`config.mk`:
```
export PLATFORM = sky130hd
export DESIGN_NAME = rpc_top
export DESIGN_NICKNAME = d
export VERILOG_FILES = /design/src/core/rpc_sync.v /design/src/core/rpc_top.v
export VERILOG_INCLUDE_DIRS = /design/src /design/src/core
export SDC_FILE = /design/constraint.sdc
export NUM_CORES = 1
export LEC_CHECK = 0
export BUFFER_PORTS_ARGS = -buffer_cell sky130_fd_sc_hd__clkbuf_2
export CORE_MARGIN = 5
export CORE_UTILIZATION = 50
export CTS_BUF_LIST = sky130_fd_sc_hd__clkbuf_16
export DETAILED_ROUTE_END_ITERATION = 7
export GPL_TIMING_DRIVEN = 0
export PLACE_DENSITY = 0.89
export SLEW_MARGIN = 20
export SYNTH_ARGS = -nofsm -noshare
export SYNTH_HDL_FRONTEND = slang
export SYNTH_SLANG_ARGS = --single-unit
```
`constraint.sdc`:
```
create_clock -name CLOCK -period 5.4 [get_ports CLOCK]
set_clock_uncertainty 0.2 [all_clocks]
set_input_delay 0.27 -clock CLOCK [delete_from_list [all_inputs] [get_ports CLOCK]]
set_output_delay 0.27 -clock CLOCK [all_outputs]
set_load 0.02 [all_outputs]
```
`src/core/rpc_consts.vh`:
```
`ifndef RPC_CONSTS_VH
`define RPC_CONSTS_VH

// register byte addresses
`define RPC_ADDR_CTRL 8'h00
`define RPC_ADDR_STATUS 8'h04
`define RPC_ADDR_CAUSE 8'h08
`define RPC_ADDR_PROT 8'h0C

// control register fields
`define RPC_CTRL_DPD_LOCK 0
`define RPC_CTRL_BOD_INT_SEL 1
`define RPC_CTRL_BOD_RST_SEL 2
`define RPC_CTRL_BOD_RST_EN 3
`define RPC_CTRL_ISP_SAMPLE_DIS 4
`define RPC_CTRL_CLK_ALT 5
`define RPC_CTRL_BOOT_MAP 6
`define RPC_CTRL_DPD_REQ 8
`define RPC_CTRL_RESET 7'h40

// status register fields
`define RPC_STAT_BOD_INT 0
`define RPC_STAT_BOD_RST 1
`define RPC_STAT_JTAG 2
`define RPC_STAT_SWD 3
`define RPC_STAT_LVL_LO 4
`define RPC_STAT_LVL_HI 5

// reset cause fields
`define RPC_CAUSE_PIN 0
`define RPC_CAUSE_WDT 1
`define RPC_CAUSE_POR 2
`define RPC_CAUSE_BOD 3
`define RPC_CAUSE_WAKE 4
`define RPC_CAUSE_REFUSED 5
`define RPC_CAUSE_RESET 6'h04

// synchroniser lanes and their idle levels
`define RPC_SYNC_W 6
`define RPC_SYNC_RST_PIN 0
`define RPC_SYNC_WAKE_PIN 1
`define RPC_SYNC_RTC 2
`define RPC_SYNC_WDT 3
`define RPC_SYNC_BOD0 4
`define RPC_SYNC_BOD1 5
`define RPC_SYNC_IDLE 6'h03

// timing
`define RPC_CLK_PERIOD_PS 5000
`define RPC_RST_PULSE_NS 50
`define RPC_RST_PULSE_CYC ((`RPC_RST_PULSE_NS * 1000) / `RPC_CLK_PERIOD_PS)
`define RPC_RST_FILT_CYC (`RPC_RST_PULSE_CYC / 2)
`define RPC_RST_HOLD_CYC 8
`define RPC_BSCAN_WAIT_US 250

`endif

```
`src/core/rpc_sync.v`:
```
`timescale 1ns/1ps
// two-flop synchroniser, one lane per bit; stage one feeds stage two only
module rpc_sync #(
  parameter W = 1,
  parameter [W-1:0] IDLE = {W{1'b0}}
) (
  input wire CLOCK,
  input wire RST_N,
  input wire [W-1:0] D,
  output reg [W-1:0] Q
);
  reg [W-1:0] meta;

  // idle levels keep sources quiet while reset releases
  always @(posedge CLOCK or negedge RST_N) begin
    if (!RST_N) begin
      meta <= IDLE;
      Q <= IDLE;
    end else begin
      meta <= D;
      Q <= meta;
    end
  end
endmodule // rpc_sync

```
`src/core/rpc_top.v`:
```
// Local design decisions: register access over APB and the register offsets.
`timescale 1ns/1ps
`include "rpc_consts.vh"
module rpc_top #(
  parameter RST_HOLD = `RPC_RST_HOLD_CYC,
  parameter FILT = `RPC_RST_FILT_CYC,
  parameter [31:0] PROT1_PATTERN = 32'h0000_0001,
  parameter [31:0] PROT2_PATTERN = 32'h0000_0002,
  parameter [31:0] PROT3_PATTERN = 32'h0000_0003
) (
  input wire CLOCK,
  input wire RST_N,
  input wire RESET_PIN_N,
  input wire WAKE_REQUEST_PIN_N,
  input wire RTC_WAKE,
  input wire WDT_RESET,
  input wire BOD_BELOW_L0,
  input wire BOD_BELOW_L1,
  input wire [31:0] PROT_WORD,
  input wire PSEL,
  input wire PENABLE,
  input wire PWRITE,
  input wire [7:0] PADDR,
  input wire [31:0] PWDATA,
  output reg [31:0] PRDATA,
  output reg PREADY,
  output reg PSLVERR,
  output reg CHIP_RESET_N,
  output reg IRC_ENABLE,
  output reg FLASH_INIT,
  output reg MAIN_POWER_EN,
  output reg DPD_ACTIVE,
  output wire CLK_SEL_ALT,
  output wire BOOT_MAP,
  output reg BOD_IRQ,
  output reg SWD_ENABLE,
  output reg JTAG_BSCAN_ENABLE,
  output reg ISP_ENABLE,
  output reg ISP_SECTOR0_LOCK,
  output reg ISP_ERASE_ONLY,
  output reg ISP_PIN_SAMPLE,
  output reg IAP_ENABLE
);
  localparam [2:0] ST_RESET = 3'h1;
  localparam [2:0] ST_RUN = 3'h2;
  localparam [2:0] ST_DPD = 3'h4;

  // protection levels as decoded from the flash word
  localparam [1:0] LVL_OPEN = 2'h0;
  localparam [1:0] LVL_ONE = 2'h1;
  localparam [1:0] LVL_TWO = 2'h2;
  localparam [1:0] LVL_THREE = 2'h3;

  wire [`RPC_SYNC_W-1:0] s;
  reg [2:0] state;
  reg [2:0] next_state;
  reg [7:0] hold_cnt;
  reg [7:0] next_hold_cnt;
  reg [3:0] pin_cnt;
  reg pin_rst;
  reg [6:0] ctrl;
  reg [6:0] next_ctrl;
  reg [5:0] cause;
  reg [5:0] next_cause;
  reg [1:0] prot_lvl;
  reg [1:0] word_lvl;
  reg dpd_req;

  wire in_dpd = state[2];
  wire pin_hi = s[`RPC_SYNC_RST_PIN];
  wire bod_int = ctrl[`RPC_CTRL_BOD_INT_SEL] ?
    s[`RPC_SYNC_BOD1] : s[`RPC_SYNC_BOD0];
  wire bod_lvl = ctrl[`RPC_CTRL_BOD_RST_SEL] ?
    s[`RPC_SYNC_BOD1] : s[`RPC_SYNC_BOD0];

  // reset pin, wake pin and the async source lines are all resynchronised
  rpc_sync #(
    .W(`RPC_SYNC_W),
    .IDLE(`RPC_SYNC_IDLE)
  ) u_sync (
    .CLOCK(CLOCK),
    .RST_N(RST_N),
    .D({BOD_BELOW_L1, BOD_BELOW_L0, WDT_RESET, RTC_WAKE,
        WAKE_REQUEST_PIN_N, RESET_PIN_N}),
    .Q(s)
  );

  // reset sources; pin, watchdog and brownout are dead in deep power-down
  // (their logic is unpowered there, so a floating input must not count)
  wire src_pin = pin_rst & ~in_dpd;
  wire src_wdt = s[`RPC_SYNC_WDT] & ~in_dpd;
  wire src_bod = ctrl[`RPC_CTRL_BOD_RST_EN] & bod_lvl & ~in_dpd;
  wire any_src = src_pin | src_wdt | src_bod;
  // wake is a low level on the wake pin or the rtc wake line
  wire wake = ~s[`RPC_SYNC_WAKE_PIN] | s[`RPC_SYNC_RTC];

  // bus handshake: answer in the second access cycle
  wire apb_acc = PSEL & PENABLE & ~PREADY;
  wire apb_done = PSEL & PENABLE & PREADY;
  // one select per register word; the two low address bits are ignored
  wire sel_ctrl = (PADDR[7:2] == `RPC_ADDR_CTRL >> 2);
  wire sel_status = (PADDR[7:2] == `RPC_ADDR_STATUS >> 2);
  wire sel_cause = (PADDR[7:2] == `RPC_ADDR_CAUSE >> 2);
  wire sel_prot = (PADDR[7:2] == `RPC_ADDR_PROT >> 2);
  // writes land only at the completing edge, never during setup
  wire wr_ctrl = apb_done & PWRITE & sel_ctrl;
  wire wr_cause = apb_done & PWRITE & sel_cause;
  wire mapped = sel_ctrl | sel_status | sel_cause | sel_prot;

  // pin filter: a few consecutive low samples, well under the shortest pulse
  // a glitch shorter than the filter never reaches the reset tree; filter
  // plus the two sync flops still fits inside the shortest legal pulse
  always @(posedge CLOCK or negedge RST_N) begin
    if (!RST_N) begin
      pin_cnt <= 4'h0;
      pin_rst <= 1'b0;
    end else if (pin_hi) begin
      pin_cnt <= 4'h0;
      pin_rst <= 1'b0;
    end else begin
      if (pin_cnt != FILT[3:0])
        pin_cnt <= pin_cnt + 4'h1;
      pin_rst <= (pin_cnt >= FILT[3:0] - 4'h1);
    end
  end

  // power and reset sequencing
  // wake does not count as a source: once in reset it may stay asserted
  // without stretching the hold time
  always @* begin
    next_state = state;
    next_hold_cnt = hold_cnt;
    case (state)
      ST_RESET: begin
        // hold until every source has been quiet for the hold time
        if (any_src) begin
          next_hold_cnt = 8'h00;
        end else if (hold_cnt == RST_HOLD[7:0] - 8'h01) begin
          next_state = ST_RUN;
          next_hold_cnt = 8'h00;
        end else begin
          next_hold_cnt = hold_cnt + 8'h01;
        end
      end
      ST_RUN: begin
        if (any_src) begin
          next_state = ST_RESET;
        end else if (dpd_req && !ctrl[`RPC_CTRL_DPD_LOCK]) begin
          next_state = ST_DPD;
        end
      end
      ST_DPD: begin
        // only wake sources leave; a wake is a full chip reset
        if (wake) begin
          next_state = ST_RESET;
          next_hold_cnt = 8'h00;
        end
      end
      default: begin
        next_state = ST_RESET;
        next_hold_cnt = 8'h00;
      end
    endcase
  end

  // state and hold counter; power-on always starts from reset
  always @(posedge CLOCK or negedge RST_N) begin
    if (!RST_N) begin
      state <= ST_RESET;
      hold_cnt <= 8'h00;
    end else begin
      state <= next_state;
      hold_cnt <= next_hold_cnt;
    end
  end

  // control register; chip reset reloads defaults, clock back to rc
  always @* begin
    next_ctrl = ctrl;
    if (state[0]) begin
      next_ctrl = `RPC_CTRL_RESET;
    end else if (wr_ctrl) begin
      next_ctrl = PWDATA[6:0];
    end
  end

  // cause flags: a set in the clearing cycle wins
  // so software clearing old causes cannot lose a fresh event
  always @* begin
    next_cause = cause;
    if (wr_cause)
      next_cause = cause & ~PWDATA[5:0];
    if (state[1] && src_pin)
      next_cause[`RPC_CAUSE_PIN] = 1'b1;
    if (state[1] && src_wdt)
      next_cause[`RPC_CAUSE_WDT] = 1'b1;
    if (state[1] && src_bod)
      next_cause[`RPC_CAUSE_BOD] = 1'b1;
    if (in_dpd && wake)
      next_cause[`RPC_CAUSE_WAKE] = 1'b1;
    if (state[1] && dpd_req && ctrl[`RPC_CTRL_DPD_LOCK])
      next_cause[`RPC_CAUSE_REFUSED] = 1'b1;
  end

  // protection level decoded from the flash word
  // any word that is not a pattern leaves the part open
  always @* begin
    if (PROT_WORD == PROT3_PATTERN)
      word_lvl = LVL_THREE;
    else if (PROT_WORD == PROT2_PATTERN)
      word_lvl = LVL_TWO;
    else if (PROT_WORD == PROT1_PATTERN)
      word_lvl = LVL_ONE;
    else
      word_lvl = LVL_OPEN;
  end

  // registers; the protection word is taken only while in reset
  // level resets to the strictest so nothing opens before the word is seen
  always @(posedge CLOCK or negedge RST_N) begin
    if (!RST_N) begin
      ctrl <= `RPC_CTRL_RESET;
      cause <= `RPC_CAUSE_RESET;
      prot_lvl <= 2'h3;
      dpd_req <= 1'b0;
    end else begin
      ctrl <= next_ctrl;
      cause <= next_cause;
      dpd_req <= wr_ctrl & PWDATA[`RPC_CTRL_DPD_REQ] & state[1];
      if (state[0])
        prot_lvl <= word_lvl;
    end
  end

  assign CLK_SEL_ALT = ctrl[`RPC_CTRL_CLK_ALT];
  assign BOOT_MAP = ctrl[`RPC_CTRL_BOOT_MAP];

  // bus slave; unmapped addresses answer with an error and zero data
  // one wait state keeps read data registered, at the cost of a cycle
  always @(posedge CLOCK or negedge RST_N) begin
    if (!RST_N) begin
      PREADY <= 1'b0;
      PSLVERR <= 1'b0;
      PRDATA <= 32'h0000_0000;
    end else begin
      PREADY <= apb_acc;
      PSLVERR <= apb_acc & ~mapped;
      PRDATA <= 32'h0000_0000;
      if (apb_acc && !PWRITE) begin
        case (PADDR[7:2])
          `RPC_ADDR_CTRL >> 2: PRDATA <= {25'h0, ctrl};
          `RPC_ADDR_STATUS >> 2: begin
            PRDATA[`RPC_STAT_BOD_INT] <= bod_int;
            PRDATA[`RPC_STAT_BOD_RST] <= bod_lvl;
            PRDATA[`RPC_STAT_JTAG] <= JTAG_BSCAN_ENABLE;
            PRDATA[`RPC_STAT_SWD] <= SWD_ENABLE;
            PRDATA[`RPC_STAT_LVL_HI:`RPC_STAT_LVL_LO] <= prot_lvl;
          end
          `RPC_ADDR_CAUSE >> 2: PRDATA <= {26'h0, cause};
          `RPC_ADDR_PROT >> 2: PRDATA <= {30'h0, prot_lvl};
          default: PRDATA <= 32'h0000_0000;
        endcase
      end
    end
  end

  // power, clock and reset outputs follow the next state
  // driving from next state keeps all of them aligned with the state flop
  always @(posedge CLOCK or negedge RST_N) begin
    if (!RST_N) begin
      CHIP_RESET_N <= 1'b0;
      IRC_ENABLE <= 1'b1;
      FLASH_INIT <= 1'b1;
      MAIN_POWER_EN <= 1'b1;
      DPD_ACTIVE <= 1'b0;
      BOD_IRQ <= 1'b0;
    end else begin
      CHIP_RESET_N <= ~next_state[0];
      IRC_ENABLE <= ~next_state[2];
      FLASH_INIT <= next_state[0];
      // only the wake logic and rtc domain stay powered
      MAIN_POWER_EN <= ~next_state[2];
      DPD_ACTIVE <= next_state[2];
      BOD_IRQ <= bod_int & ~next_state[2];
    end
  end

  // debug and programming gates; safe (locked) until protection is known
  // in-application programming stays on at every level by design
  always @(posedge CLOCK or negedge RST_N) begin
    if (!RST_N) begin
      SWD_ENABLE <= 1'b0;
      JTAG_BSCAN_ENABLE <= 1'b0;
      ISP_ENABLE <= 1'b0;
      ISP_SECTOR0_LOCK <= 1'b0;
      ISP_ERASE_ONLY <= 1'b0;
      ISP_PIN_SAMPLE <= 1'b0;
      IAP_ENABLE <= 1'b1;
    end else begin
      // swd needs pin high, out of reset and no protection
      SWD_ENABLE <= pin_hi & next_state[1] &
        (prot_lvl == 2'h0);
      // scan path only; it has no route into the processor
      JTAG_BSCAN_ENABLE <= ~pin_hi & ~next_state[2];
      ISP_ENABLE <= (prot_lvl != 2'h3);
      ISP_SECTOR0_LOCK <= (prot_lvl == 2'h1);
      ISP_ERASE_ONLY <= (prot_lvl == 2'h2);
      ISP_PIN_SAMPLE <= (prot_lvl != 2'h3) &
        ~ctrl[`RPC_CTRL_ISP_SAMPLE_DIS];
      IAP_ENABLE <= 1'b1;
    end
  end
endmodule // rpc_top

```
Word level (Yosys, flattened, before mapping)
Cells that the tools add are included.
{ "totals": {"latchBits": 0, "input_bits": 83, "mem_bits_rw": 0, "ff_bits": 89, "romBits": 0, "n_memories": 0, "out_inout_bits": 49} }
{ "op_classes": {"div_mod_pow": 0, "mux": 29, "shift": 0, "n_eq_ne": 15, "n_addsub": 2, "multipliers": 0, "n_reduce_logical": 20, "n_lt_le_gt_ge": 1, "n_bitwise": 35} }
{ "ops": {"columns": ["cell", "n"], "rows": [
  ["$eq 32x2->1 const B", 2],
  ["$eq 32x1->1 const B", 1],
  ["$mux 8", 3],
  ["$pmux 6 s4", 1],
  ["$pmux 8 s3", 1],
  ["$mux 7", 3],
  ["$and 1x1->1", 18],
  ["$mux 3", 5],
  ["$reduce_bool 2->1", 7],
  ["$eq 6x2->1 const B", 2],
  ["$mux 1", 10],
  ["$not 1->1", 9],
  ["$pmux 3 s3", 1],
  ["$add 8x1->8 const B", 1],
  ["$eq 8x3->1 const B", 1],
  ["$logic_and 1x1->1", 8],
  ["$mux 4", 2],
  ["$and 6x6->6", 1],
  ["$eq 6x1->1 const B", 1],
  ["$logic_not 6->1", 1],
  ["$mux 6", 1],
  ["$not 6->6", 1],
  ["$or 1x1->1", 6],
  ["$add 4x1->4 const B", 1],
  ["12 further kinds", 15]
]} }

Logic depth before layout (Yosys ltp)
Gate-level depths: netlist of run 1.
{ "logic_depth": {"word_depth": 8, "mapped_depth": 6, "depth_no_buf": 6} }

Cells and area by module
A second synthesis of run 1 with hierarchy kept.
{ "hier_totals": {"cells_unflattened": 258, "area_unflattened_um2": 2866.5} }
{ "modules_own_cells": {"columns": ["mod", "cells_each", "area_per_inst_um2", "n_inst", "seq_area_each_um2"], "rows": [
  ["rpc_top", 246, 2561.2, 1, 1258.7],
  ["rpc_sync", 12, 305.3, 1, 305.3]
]} }

Least setup slack after synthesis of run 1
Ideal clock, no wire load.
{ "synth_timing": {"kind": "register to register", "from": "register state[0]", "to": "register hold_cnt[7]", "arrival_ns": 1.665, "path_slack_ns": 3.448, "stages_incl_launch_ff": 7, "setup_ns": 0.087, "synth_period_minus_slack_ns": 1.952, "n_path_buf": 2, "path_cell_list": "dfstp_2 > buf_2 > nor3b_1 > o211ai_1 > or2_1 > buf_2 > a22oi_1"} }
{ "synth_between": {"elab_chain_len": 3, "word_cells_on_any_way": 7, "cone_classes": "eq/ne (4); mux (1); bitwise (1); reduce/logical (1)"} }
{ "synth_lines": {"columns": ["element", "line", "source"], "rows": [
  ["start: declaration", "rpc_top.v:55", "reg [2:0] state;"],
  ["start signal: assignment", "rpc_top.v:172", "state <= next_state;"],
  ["$eq 3x3->1 / $eq 3x2->1 (equally long branches)", "rpc_top.v:133", "case (state)"],
  ["$ne 2x2->1 (no line) / $not 1->1 (equally long branches)", null, null],
  ["$reduce_and 2->1 (no line)", null, null],
  ["end signal: assignment", "rpc_top.v:173", "hold_cnt <= next_hold_cnt;"],
  ["end: declaration", "rpc_top.v:57", "reg [7:0] hold_cnt;"]
]} }
Several ways; a longest one is shown, not always the timed one.
A chain may end at the register's enable or synchronous reset.

Worst setup path after layout of run 1
Same ends and word-level chain as after synthesis.

==> results.md, run 1 <==
- Setup Viol. Count Final: 0
- Detailed Route Iter0 Violations: 140
- Share of cells above drive strength 1: 34.0%
- Setup TNS: 0 ns
- Period utilization: 39.1%
- Top FF cell, synth: dfrtp_1
- CP endpoint kind: flop
- Drc violations: 0
- Crit path DAT: between 2 and 2.5 ns
- # H-tree levels: 3
- Critical path, cell by cell: buf_2 > nor3b_1 > o211ai_1 > or2_1 > buf_2 > a22oi_1
- Routed wire length: 6.71 mm
- WS Path Type: flop to flop
- Layout fillers: slightly above 400
- Placed Cells: approximately 440
- Highest metal used: met4
- Most used cell, CP: buf_2
- Avg Vias per Cell: about 5
- Metal-1 WL: 2.61 mm
- Die height: 85.4 um
- Fmax achieved: around 0.47 GHz
- Top-count cell post-synth: dfrtp_1
- Starting Density: 51.6%
- Post-synth top cells: dfrtp_1 (52), nor2_1 (30), buf_4 (28)
- Worst r2r path cells: 6
- Vias in the first global route: around 2500
- RSZ-0062 raised after global routing: no
- Post-CTS setup buffer count: 0
- Metal2 WL: 3.50 mm
- Leak: 1.94 nW
- Layout Cells excl Fill: 469
- Worst vdd ir: around 0.23 mV
- Tightest Pin Transition: 0.579 ns
- Avg Inst Size Synth: between 10 and 15 um^2
- Sequential cell area fraction in the yosys report: 55.0%
- Area growth syn-to-layout: 35.2%
- Max-cap viol count: 0
- Largest family of logic cells by synthesized area: simple AND/OR/NAND/NOR gates
- Die Area: between 0.007 and 0.008 mm^2
- Syn Inst Count: 262
- Synthesis Warnings: 0
- Diodes inserted: 0
- Worst reg2reg path startpoint: state[0]
- Worst Path Buf+Inv: 2
- WL met3: between 500 and 600 um
- Synth top area share: 45.8%
- CTS max path bufs: 2
- Clk sink count: 62
- Row Count: 27
- Initial antenna violation count: 0
- WP data required: 5.44 ns
- Number of synthesized register bits: 62
- Die Wd: ~85 um
- Post-DP HPWL: between 5 and 6 mm
- Yosys cell types: 47
- IO Port Bufs: 79
- Setup crit start kind: flop
- Final min period: 2.11 ns
- Ys async rst share: 100%
- Hold_sp: PSEL
- Crit-path max cell delay: ~0.53 ns
- Worst-skew pair later-pin latency: between 0.3 and 0.4 ns
- First-pass GRT wire length: 11.4 mm
- Worst R2R End: hold_cnt[7]
- Top Ports: 132
- EDFF count, synth: 0
- Hold crit path type: primary input to flop
- Simple-Gate Fraction of Synth Area: a little under a fifth
- WHS Endpoint: PREADY
- Post-synth top area cell: dfrtp_1
- CTS tree: done
- Root Buffer Master: clkbuf_16
- CP delay by family, top: flip-flops
- Highest-delay cell along the critical path: dfstp_2
- Nets@finish: ~480
- DRT antenna net count: 0
- WL/cell: 14.3 um
- Vias: approximately 2300
- Post-synthesis adder-cell area fraction: roughly 1.3%
- Dominant cells by area after synthesis: dfrtp_1 (46%), dfstp_2 (9.2%), buf_4 (7.4%)
- Gr ovfl total: 0
- Total Routing Usage GR: 19.8%
- Num CTS Buffers: 9
- Status: complete, no violations
- Core area: ~0.0055 mm^2
- Power Total: between 0.001 and 0.0015 W
- Drt first pass iters: 4
- Fin. max-slew vios: 0
- Fin. Hold Viols: 0
- Largest net degree at the start of global routing: 46
- Gp weighted congestion: 0.893
- Synth Cell Area: 0.00284 mm^2
- Multiplexer share of the synthesized area: 3.17%
- FF-to-FF setup slack: 3.29 ns
- PD cells: ~280 mW/mm^2
- Compound-Gate Fraction of Synth Area: 12.1%
- Reg clk slew, reported paths: roughly 0.050 ns
- Crit-path max FO: 10
- Hold Path Depth: 3
- Xor and xnor area share after synthesis: 0.925%
- Max_slew headroom: between 60 and 70%
## final cells by class
type	instances	area [um^2]	share of cell area [%]
buffer	34	236	6.15
sequential	62	1560	40.7
timing repair buffer	95	568	14.8
inverter	6	22.5	0.586
tap	72	90.1	2.34
clock buffer	9	225	5.86
clock inverter	7	27.5	0.716
multi-input combinational	184	1110	28.9
## through the flow
step / setup slack [ns] / utilization (%) / hold WS [ns] / cell area, um^2
6_report: 3.29 / 69.8 / 0.0115 / 3840
2_1_floorplan: 3.45 / - / -0.226 / 2930
4_1_cts: 3.29 / 69.8 / 0.00231 / 3840
3_5_place_dp: 3.30 / 62.5 / -0.0168 / 3440
3_3_place_gp: 3.36 / 62.1 / 0.134 / 3420
5_1_grt: 3.16 / 69.8 / 0.0282 / 3840
## cells by family after synthesis
family	count (synthesis)
multiplexers	9
buffers and inverters	40
flip-flops	62
XOR/XNOR	3
AND/OR/NAND/NOR	93
adder cells (fa/ha/maj)	3
other	2
AO/OA/AOI/OAI	50
## worst reg2reg max path, cell delays in order, from the launching register on
cell,delay (ns)
dfstp_2,0.53
buf_2,0.23
nor3b_1,0.31
o211ai_1,0.19
or2_1,0.23
buf_2,0.16
a22oi_1,0.18
## what timing repair did
| item | CTS | global route |
|---|---|---|
| endpoints found under the hold margin | 69 | 0 |
| gates resized for setup | 0 | 0 |
| hold buffers | 15 | 0 |
| endpoints found under the setup margin | 0 | 0 |
## per-layer routing
metal / global-route usage, % / up-vias
met4: 5.76 / 0
li1: - / 1135
met1: 22.6 / 1117
met3: 6.70 / 10
met2: 35.2 / 84
met5: 0 / -
## cell usage in the layout (no fill, tap or decap), types with 4 or more instances in the layout
cell type / n
clkbuf_2: 78
dfrtp_1: 52
nor2_1: 30
buf_4: 28
conb_1: 26
dlygate4sd3_1: 15
nand2_1: 14
a21oi_1: 13
a22o_1: 12
dfstp_2: 10
inv_1: 10
mux2i_1: 9
clkbuf_16: 9
nor4_1: 8
o21ai_0: 7
nand2b_1: 6
nor3_1: 5
nand3_1: 5
nor2b_1: 4
## worst max-delay path by stage
stage / start / end / depth (start not counted)
4_1_cts: state[0] / hold_cnt[7] / 6
3_5_place_dp: state[0] / hold_cnt[7] / 6
2_1_floorplan: state[0] / hold_cnt[7] / 6
6_report: state[0] / hold_cnt[7] / 6
3_3_place_gp: state[0] / hold_cnt[7] / 6
5_1_grt: state[0] / hold_cnt[7] / 6
## report_power, final
part / switching [W] / total [W] / internal, W
sequential: 0.00000917 / 0.000488 / 0.000479
combinational: 0.0000571 / 0.000107 / 0.0000495
clock: 0.000178 / 0.000476 / 0.000298
## sequential cells by signal (all words and copies together), names as in the netlist, 2 cells and up
| signal | flops |
|---|---|
| pin_cnt | 4 |
| cause | 6 |
| hold_cnt | 8 |
| prot_lvl | 2 |
| u_sync.meta | 6 |
| ctrl | 7 |
| u_sync.Q | 6 |
| state | 2 |
| PRDATA | 7 |
(Power assumes the default switching activity.)
==> run 2: changes to the inputs <==
--- a/config.mk
+++ b/config.mk
@@ -8,11 +8,11 @@
 export LEC_CHECK = 0
 export BUFFER_PORTS_ARGS = -buffer_cell sky130_fd_sc_hd__clkbuf_2
 export CORE_MARGIN = 5
-export CORE_UTILIZATION = 50
+export CORE_UTILIZATION = 42
 export CTS_BUF_LIST = sky130_fd_sc_hd__clkbuf_16
 export DETAILED_ROUTE_END_ITERATION = 7
 export GPL_TIMING_DRIVEN = 0
-export PLACE_DENSITY = 0.89
+export PLACE_DENSITY = 0.8
 export SLEW_MARGIN = 20
 export SYNTH_ARGS = -nofsm -noshare
 export SYNTH_HDL_FRONTEND = slang
==> constraint.sdc (replaced) <==
create_clock -name CLOCK -period 1.8 [get_ports CLOCK]
set_clock_uncertainty 0.2 [all_clocks]
set_input_delay 0.09 -clock CLOCK [delete_from_list [all_inputs] [get_ports CLOCK]]
set_output_delay 0.09 -clock CLOCK [all_outputs]
set_load 0.02 [all_outputs]
==> results.md, run 2 (synthesis results as in run 1) <==
- Gp weighted congestion: 0.847 (-5.1%)
- WP data required: 1.85 ns (-3.59 ns)
- Die Area: 0.00851 mm^2 (+17%)
- Met2 GRT Util: 36.9% (+1.7 points)
- Die Wd: 92.3 um (+8.0%)
- Most frequent cells in the layout: clkbuf_2 (78), dlygate4sd3_1 (51), dfrtp_1 (48)
- Core area: 0.00668 mm^2 (+21%)
- Leak: 2.16 nW (+11%)
- CTS tree: done
- Violated checks: setup timing
- Crit path DAT: 1.92 ns (-0.23 ns)
- Status: complete, but fails checks
- Vias in the first global route: 2892 (+16%)
- Vias: 2740 (+17%)
- Num CTS Buffers: 9 (unchanged)
- Total Routing Usage GR: 20.9% (+1.0 points)
- Setup crit start kind: flop
- IO Port Bufs: 79 (unchanged)
- Multi-input logic area: 0.00125 mm^2 (+13%)
- Share of cells above drive strength 1: 39.4% (+5.4 points)
- Worst vdd ir: 0.411 mV (+76%)
- Routed wire length: 9.12 mm (+36%)
- Final min period: 1.87 ns (-0.247 ns)
- Nets@finish: 520 (+8.8%)
- Period utilization: 104% (+65 points)
- Layout fillers: 486 (+18%)
- Placed cell area: 0.00347 mm^2 (+0.98%)
- Met3 layer usage reported by global route: 4.84% (-1.9 points)
- Final Cell Area: 0.00450 mm^2 (+17%)
- WL/cell: 17.5 um (+22%)
- Tightest Pin Transition: 0.554 ns (-0.0246 ns)
- Starting Density: 42.5% (-9.1 points)
- WS Path Type: flop to flop
- Final setup margin: -0.0655 ns (-3.35 ns)
- # H-tree levels: 3 (unchanged)
- Most common cell after layout, fill and taps aside: clkbuf_2
- Max-cap viol count: 0 (unchanged)
- Setup Slack @ Placement: -0.157 ns (-3.46 ns)
- CTS max path bufs: 2 (unchanged)
- GR peak layer: met2
- Avg Vias per Cell: 5.26 (+5.1%)
- Area growth syn-to-layout: 58.2%
- First-pass GRT wire length: 13.8 mm (+21%)
- Drc violations: 0 (unchanged)
- Clk sink count: 62 (unchanged)
- Root Buffer Master: clkbuf_16
- Reg clk slew, reported paths: 0.05 ns (about the same)
- Detailed Route Iter0 Violations: 131 (-6.4%)
- CP endpoint kind: flop
- Biggest register: hold_cnt
- Hold crit path type: primary input to flop
- Max_slew headroom: 62.9% (+1.8 points)
- Gr ovfl total: 0 (unchanged)
- Drt first pass iters: 5 (+1)
- Number of flip-flops in the largest register: 8 (unchanged)
- Initial antenna violation count: 2 (+2)
- Worst-skew pair later-pin latency: 0.33 ns (about the same)
- FF/Latch Area: 0.00157 mm^2 (+0.32%)
- DRT antenna net count: 0 (unchanged)
- Die height: 92.3 um (+8.0%)
- PD cells: 827 mW/mm^2 (+200%)
- Fin. max-slew vios: 0 (unchanged)
- Fmax achieved: 0.536 GHz (+13%)
- Largest net degree at the start of global routing: 50 (+8.7%)
- RSZ-0062 raised after global routing: yes
- Biggest regs: hold_cnt (8), PRDATA (7), ctrl (7)
- GR Layer Usage met1: 21.1% (-1.5 points)
- Fin. Hold Viols: 0 (unchanged)
- Top Ports: 132 (unchanged)
- Worst r2r path cells: 6 (unchanged)
- Post-DP HPWL: 4.95 mm (-3.6%)
- Hold Path Depth: 3 (unchanged)
- Crit-path max FO: 7 (-3)
- Row Count: 30 (+11%)
- Setup Viol. Count Final: 9 (+9)
- FF-to-FF setup slack: -0.07 ns (-3.35 ns)
[run 2: cell count changes in the layout (fill, tap and decap cells not counted), sizes merged]
cell and delta:
bufinv +2, inv -4, diode +2, clkinvlp +2, buf +8, clkbuf -2, dlygate4sd3 +36
[run 2: path summary, 6_finish.rpt]
check / endpoint / startpoint
worst max-delay path: hold_cnt[7] / state[0]
worst min-delay path: dpd_req / PADDR[2]
worst max register to register: hold_cnt[7] / state[0]
worst min register to register: u_sync.Q[2] / u_sync.meta[2]
max in group asynchronous: ctrl[2] / RST_N
min in group asynchronous: ctrl[6] / RST_N
[run 2: final cells by class]
class | count | share of cell area (%)
antenna | 2 | 0.111
buffer | 32 | 5.37
clock buffer | 9 | 5.01
clock inverter | 7 | 1.98
inverter | 6 | 0.501
multi-input combinational | 184 | 27.7
sequential | 62 | 34.9
tap | 80 | 2.23
timing repair buffer | 139 | 22.2
[run 2: metal layers]
metal | wire length, um | up-vias
met3 | 630 | 67
met2 | 4670 | 171
met5 | 0 | -
li1 | - | 1219
met4 | 641 | 0
met1 | 3180 | 1283
[run 2: timing repair]
item,4_1_cts,5_1_grt
endpoints found under the setup margin,14,16
hold buffers,52,0
setup buffers,5,3
gates resized for setup,12,23
pin swaps,1,12
endpoints found under the hold margin,89,0
[run 2: power breakdown]
part	total, W	internal [W]	switching, W
clock network	0.00183	0.00120	0.000630
registers	0.00147	0.00144	0.0000329
logic	0.000418	0.000213	0.000206
[run 2: worst max-delay path, stage by stage, from the launching register on]
cell and delay, ns:
dfstp_2 0.55, buf_6 0.10, nor3b_4 0.21, o211ai_1 0.15, or2_1 0.28, buf_6 0.15, a22oi_2 0.15
[run 2: metrics by stage]
step | total power (W) | std cells | utilization (%) | hold slack (ns) | TNS [ns]
after global placement | 0.00176 | 445 | 51.5 | -0.0199 | -1.04
after CTS | 0.00367 | 517 | 65.6 | 0.0287 | 0
after global routing | 0.00381 | 521 | 67.3 | 0.0534 | -0.876
final | 0.00372 | 521 | 67.3 | 0.0332 | -0.298
after detailed placement | 0.00178 | 446 | 52.0 | -0.212 | -1.53
after floorplan | 0.00165 | 286 | - | -0.406 | -0.0164
==> run 3: changes to the inputs <==
==> constraint.sdc (replaced) <==
create_clock -name CLOCK -period 1.8 [get_ports CLOCK]
set_clock_uncertainty 0.2 [all_clocks]
set_input_delay 0.18 -clock CLOCK [delete_from_list [all_inputs] [get_ports CLOCK]]
set_output_delay 0.18 -clock CLOCK [all_outputs]
set_load 0.02 [all_outputs]
==> results.md, run 3 (synthesis results as in run 1) <==
- Multi-input logic area: 0.00123 mm^2 (-1.5%)
- # H-tree levels: 3 (unchanged)
- Diodes inserted: 0 (-2)
- Highest-delay cell along the critical path: or4_4
- Core area: 0.00668 mm^2 (unchanged)
- Setup Viol. Count Final: 2 (-7)
- Worst vdd ir: 0.414 mV (+0.61%)
- Area growth syn-to-layout: 47.4%
- CP endpoint kind: flop
- Gp weighted congestion: 0.847 (unchanged)
- Hold crit path type: primary input to flop
- Placed cell area: 0.00347 mm^2 (unchanged)
- Worst-skew pair later-pin latency: 0.32 ns (about the same)
- Worst Path Buf+Inv: 0 (-2)
- Crit-path max cell delay: 0.56 ns (about the same)
- CTS tree: done
- WL/cell: 15.1 um (-14%)
- Clk sink count: 62 (unchanged)
- Layout fillers: 536 (+10%)
- Biggest register: hold_cnt
- Nets@finish: 491 (-5.6%)
- Vias: 2452 (-11%)
- Leak: 2.04 nW (-5.4%)
- Violated checks: setup timing
- WP data required: 1.85 ns (about the same)
- Drt first pass iters: 4 (-1)
- Final setup margin: -0.0372 ns (+0.0282 ns)
- Vias in the first global route: 2590 (-10%)
- Status: complete, but fails checks
- Most common cell after layout, fill and taps aside: clkbuf_2
- Fin. max-slew vios: 0 (unchanged)
- Reg clk slew, reported paths: 0.05 ns (about the same)
- RSZ-0062 raised after global routing: yes
- Root Buffer Master: clkbuf_16
- Core Util, Final: 62.7% (-4.6 points)
- Critical path, cell by cell: or4_4 > nor4_4 > mux2i_2 > o31a_1
- PD cells: 861 mW/mm^2 (+4.1%)
- Avg Vias per Cell: 5.00 (-4.8%)
- Placed Cells: 446 (unchanged)
- Detailed Route Iter0 Violations: 138 (+5.3%)
- Fin Hold WS: 0.0516 ns (+0.0184 ns)
- FF/Latch Area: 0.00157 mm^2 (about the same)
- IO Port Bufs: 79 (unchanged)
- Layout Cells excl Fill: 490 (-6.0%)
- Period utilization: 102% (-1.6 points)
- Fin. Hold Viols: 0 (unchanged)
- Routed wire length: 7.42 mm (-19%)
- Crit-path max FO: 4 (-3)
- Largest net degree at the start of global routing: 50 (unchanged)
- Top Ports: 132 (unchanged)
- Setup crit start kind: flop
- Die Wd: 92.3 um (unchanged)
- Num CTS Buffers: 9 (unchanged)
- Row Count: 30 (unchanged)
- Power Total: 0.00361 W (-3.0%)
- Biggest regs: hold_cnt (8), PRDATA (7), ctrl (7)
- CTS max path bufs: 2 (unchanged)
- Initial antenna violation count: 0 (-2)
- Total Routing Usage GR: 18.0% (-2.9 points)
- Number of flip-flops in the largest register: 8 (unchanged)
- Final min period: 1.84 ns (-0.0282 ns)
- First-pass GRT wire length: 12.0 mm (-13%)
- WS Path Type: flop to flop
- Drc violations: 0 (unchanged)
- Crit path DAT: 1.89 ns (-0.03 ns)
- DRT antenna net count: 0 (unchanged)
- Share of cells above drive strength 1: 41.5% (+2.1 points)
- Max-cap viol count: 0 (unchanged)
- CP delay by family, top: simple AND/OR/NAND/NOR gates
- Fmax achieved: 0.544 GHz (+1.5%)
- Post-DP HPWL: 4.95 mm (unchanged)
- Gr ovfl total: 0 (unchanged)
- Die Area: 0.00851 mm^2 (unchanged)
- Starting Density: 42.5% (unchanged)
- Die height: 92.3 um (unchanged)
- Most frequent cells in the layout: clkbuf_2 (77), dfrtp_1 (49), buf_4 (39)
- Final Cell Area: 0.00419 mm^2 (-6.8%)
[run 3: cell count changes in the layout (fill, tap and decap cells not counted), moves of 2 or more]
cell	change
buf_4	+3
o21ai_2	-4
diode_2	-2
dlygate4sd3_1	-32
o21ai_1	+4
[run 3: report_power, final]
group          switching (W)  internal, W
Sequential         0.0000299      0.00144
Combinational       0.000179     0.000164
Clock               0.000597      0.00120
Total               0.000806      0.00280
[run 3: layer usage]
metal / track usage, % / up-vias / part of all wire [%]
met1: 20.0 / 1160 / 38
met3: 3.86 / 17 / 6.6
met2: 31.9 / 112 / 53
met4: 9.90 / 0 / 2.1
li1: - / 1163 / -
met5: 0 / - / 0
[run 3: final timing paths]
path | from | end | slack (ns) | cells after the start
setup reg to reg | hold_cnt[4] | state[0] | -0.04 | 4
max in group asynchronous | RST_N | state[0] | 0.74 | 3
min in group asynchronous | RST_N | PRDATA[0] | 0.10 | 2
hold reg to reg | u_sync.meta[3] | u_sync.Q[3] | 0.14 | 0
hold / removal | PADDR[6] | PSLVERR | 0.05 | 3
setup / recovery | hold_cnt[4] | state[0] | -0.04 | 4
[run 3: area by class of cell]
type	instances	area share, %
Buffer	31	5.50
Multi-Input combinational cell	184	29.3
Tap cell	80	2.39
Clock inverter	7	2.12
Timing Repair Buffer	111	17.3
Inverter	6	0.538
Clock buffer	9	5.38
Sequential cell	62	37.4
[run 3: timing repair]
action / in CTS / in global routing
gates resized for setup: 12 / 17
setup buffers: 5 / 8
endpoints found under the setup margin: 14 / 27
hold buffers: 19 / 0
hold endpoints to repair: 77 / 0
pin swaps: 1 / 6
[run 3: worst register-to-register path, cell delays in order (launching register included)]
cell and delay, ns:
dfrtp_2 0.42, or4_4 0.56, nor4_4 0.19, mux2i_2 0.13, o31a_1 0.26
[run 3: per-stage QoR]
stage	TNS, ns	setup slack, ns
after global placement	-2.03	-0.144
after global routing	-0.305	-0.114
final	-0.0661	-0.0372
after detailed placement	-2.57	-0.157
after floorplan	-0.0164	-0.0164
after CTS	0	0.00285
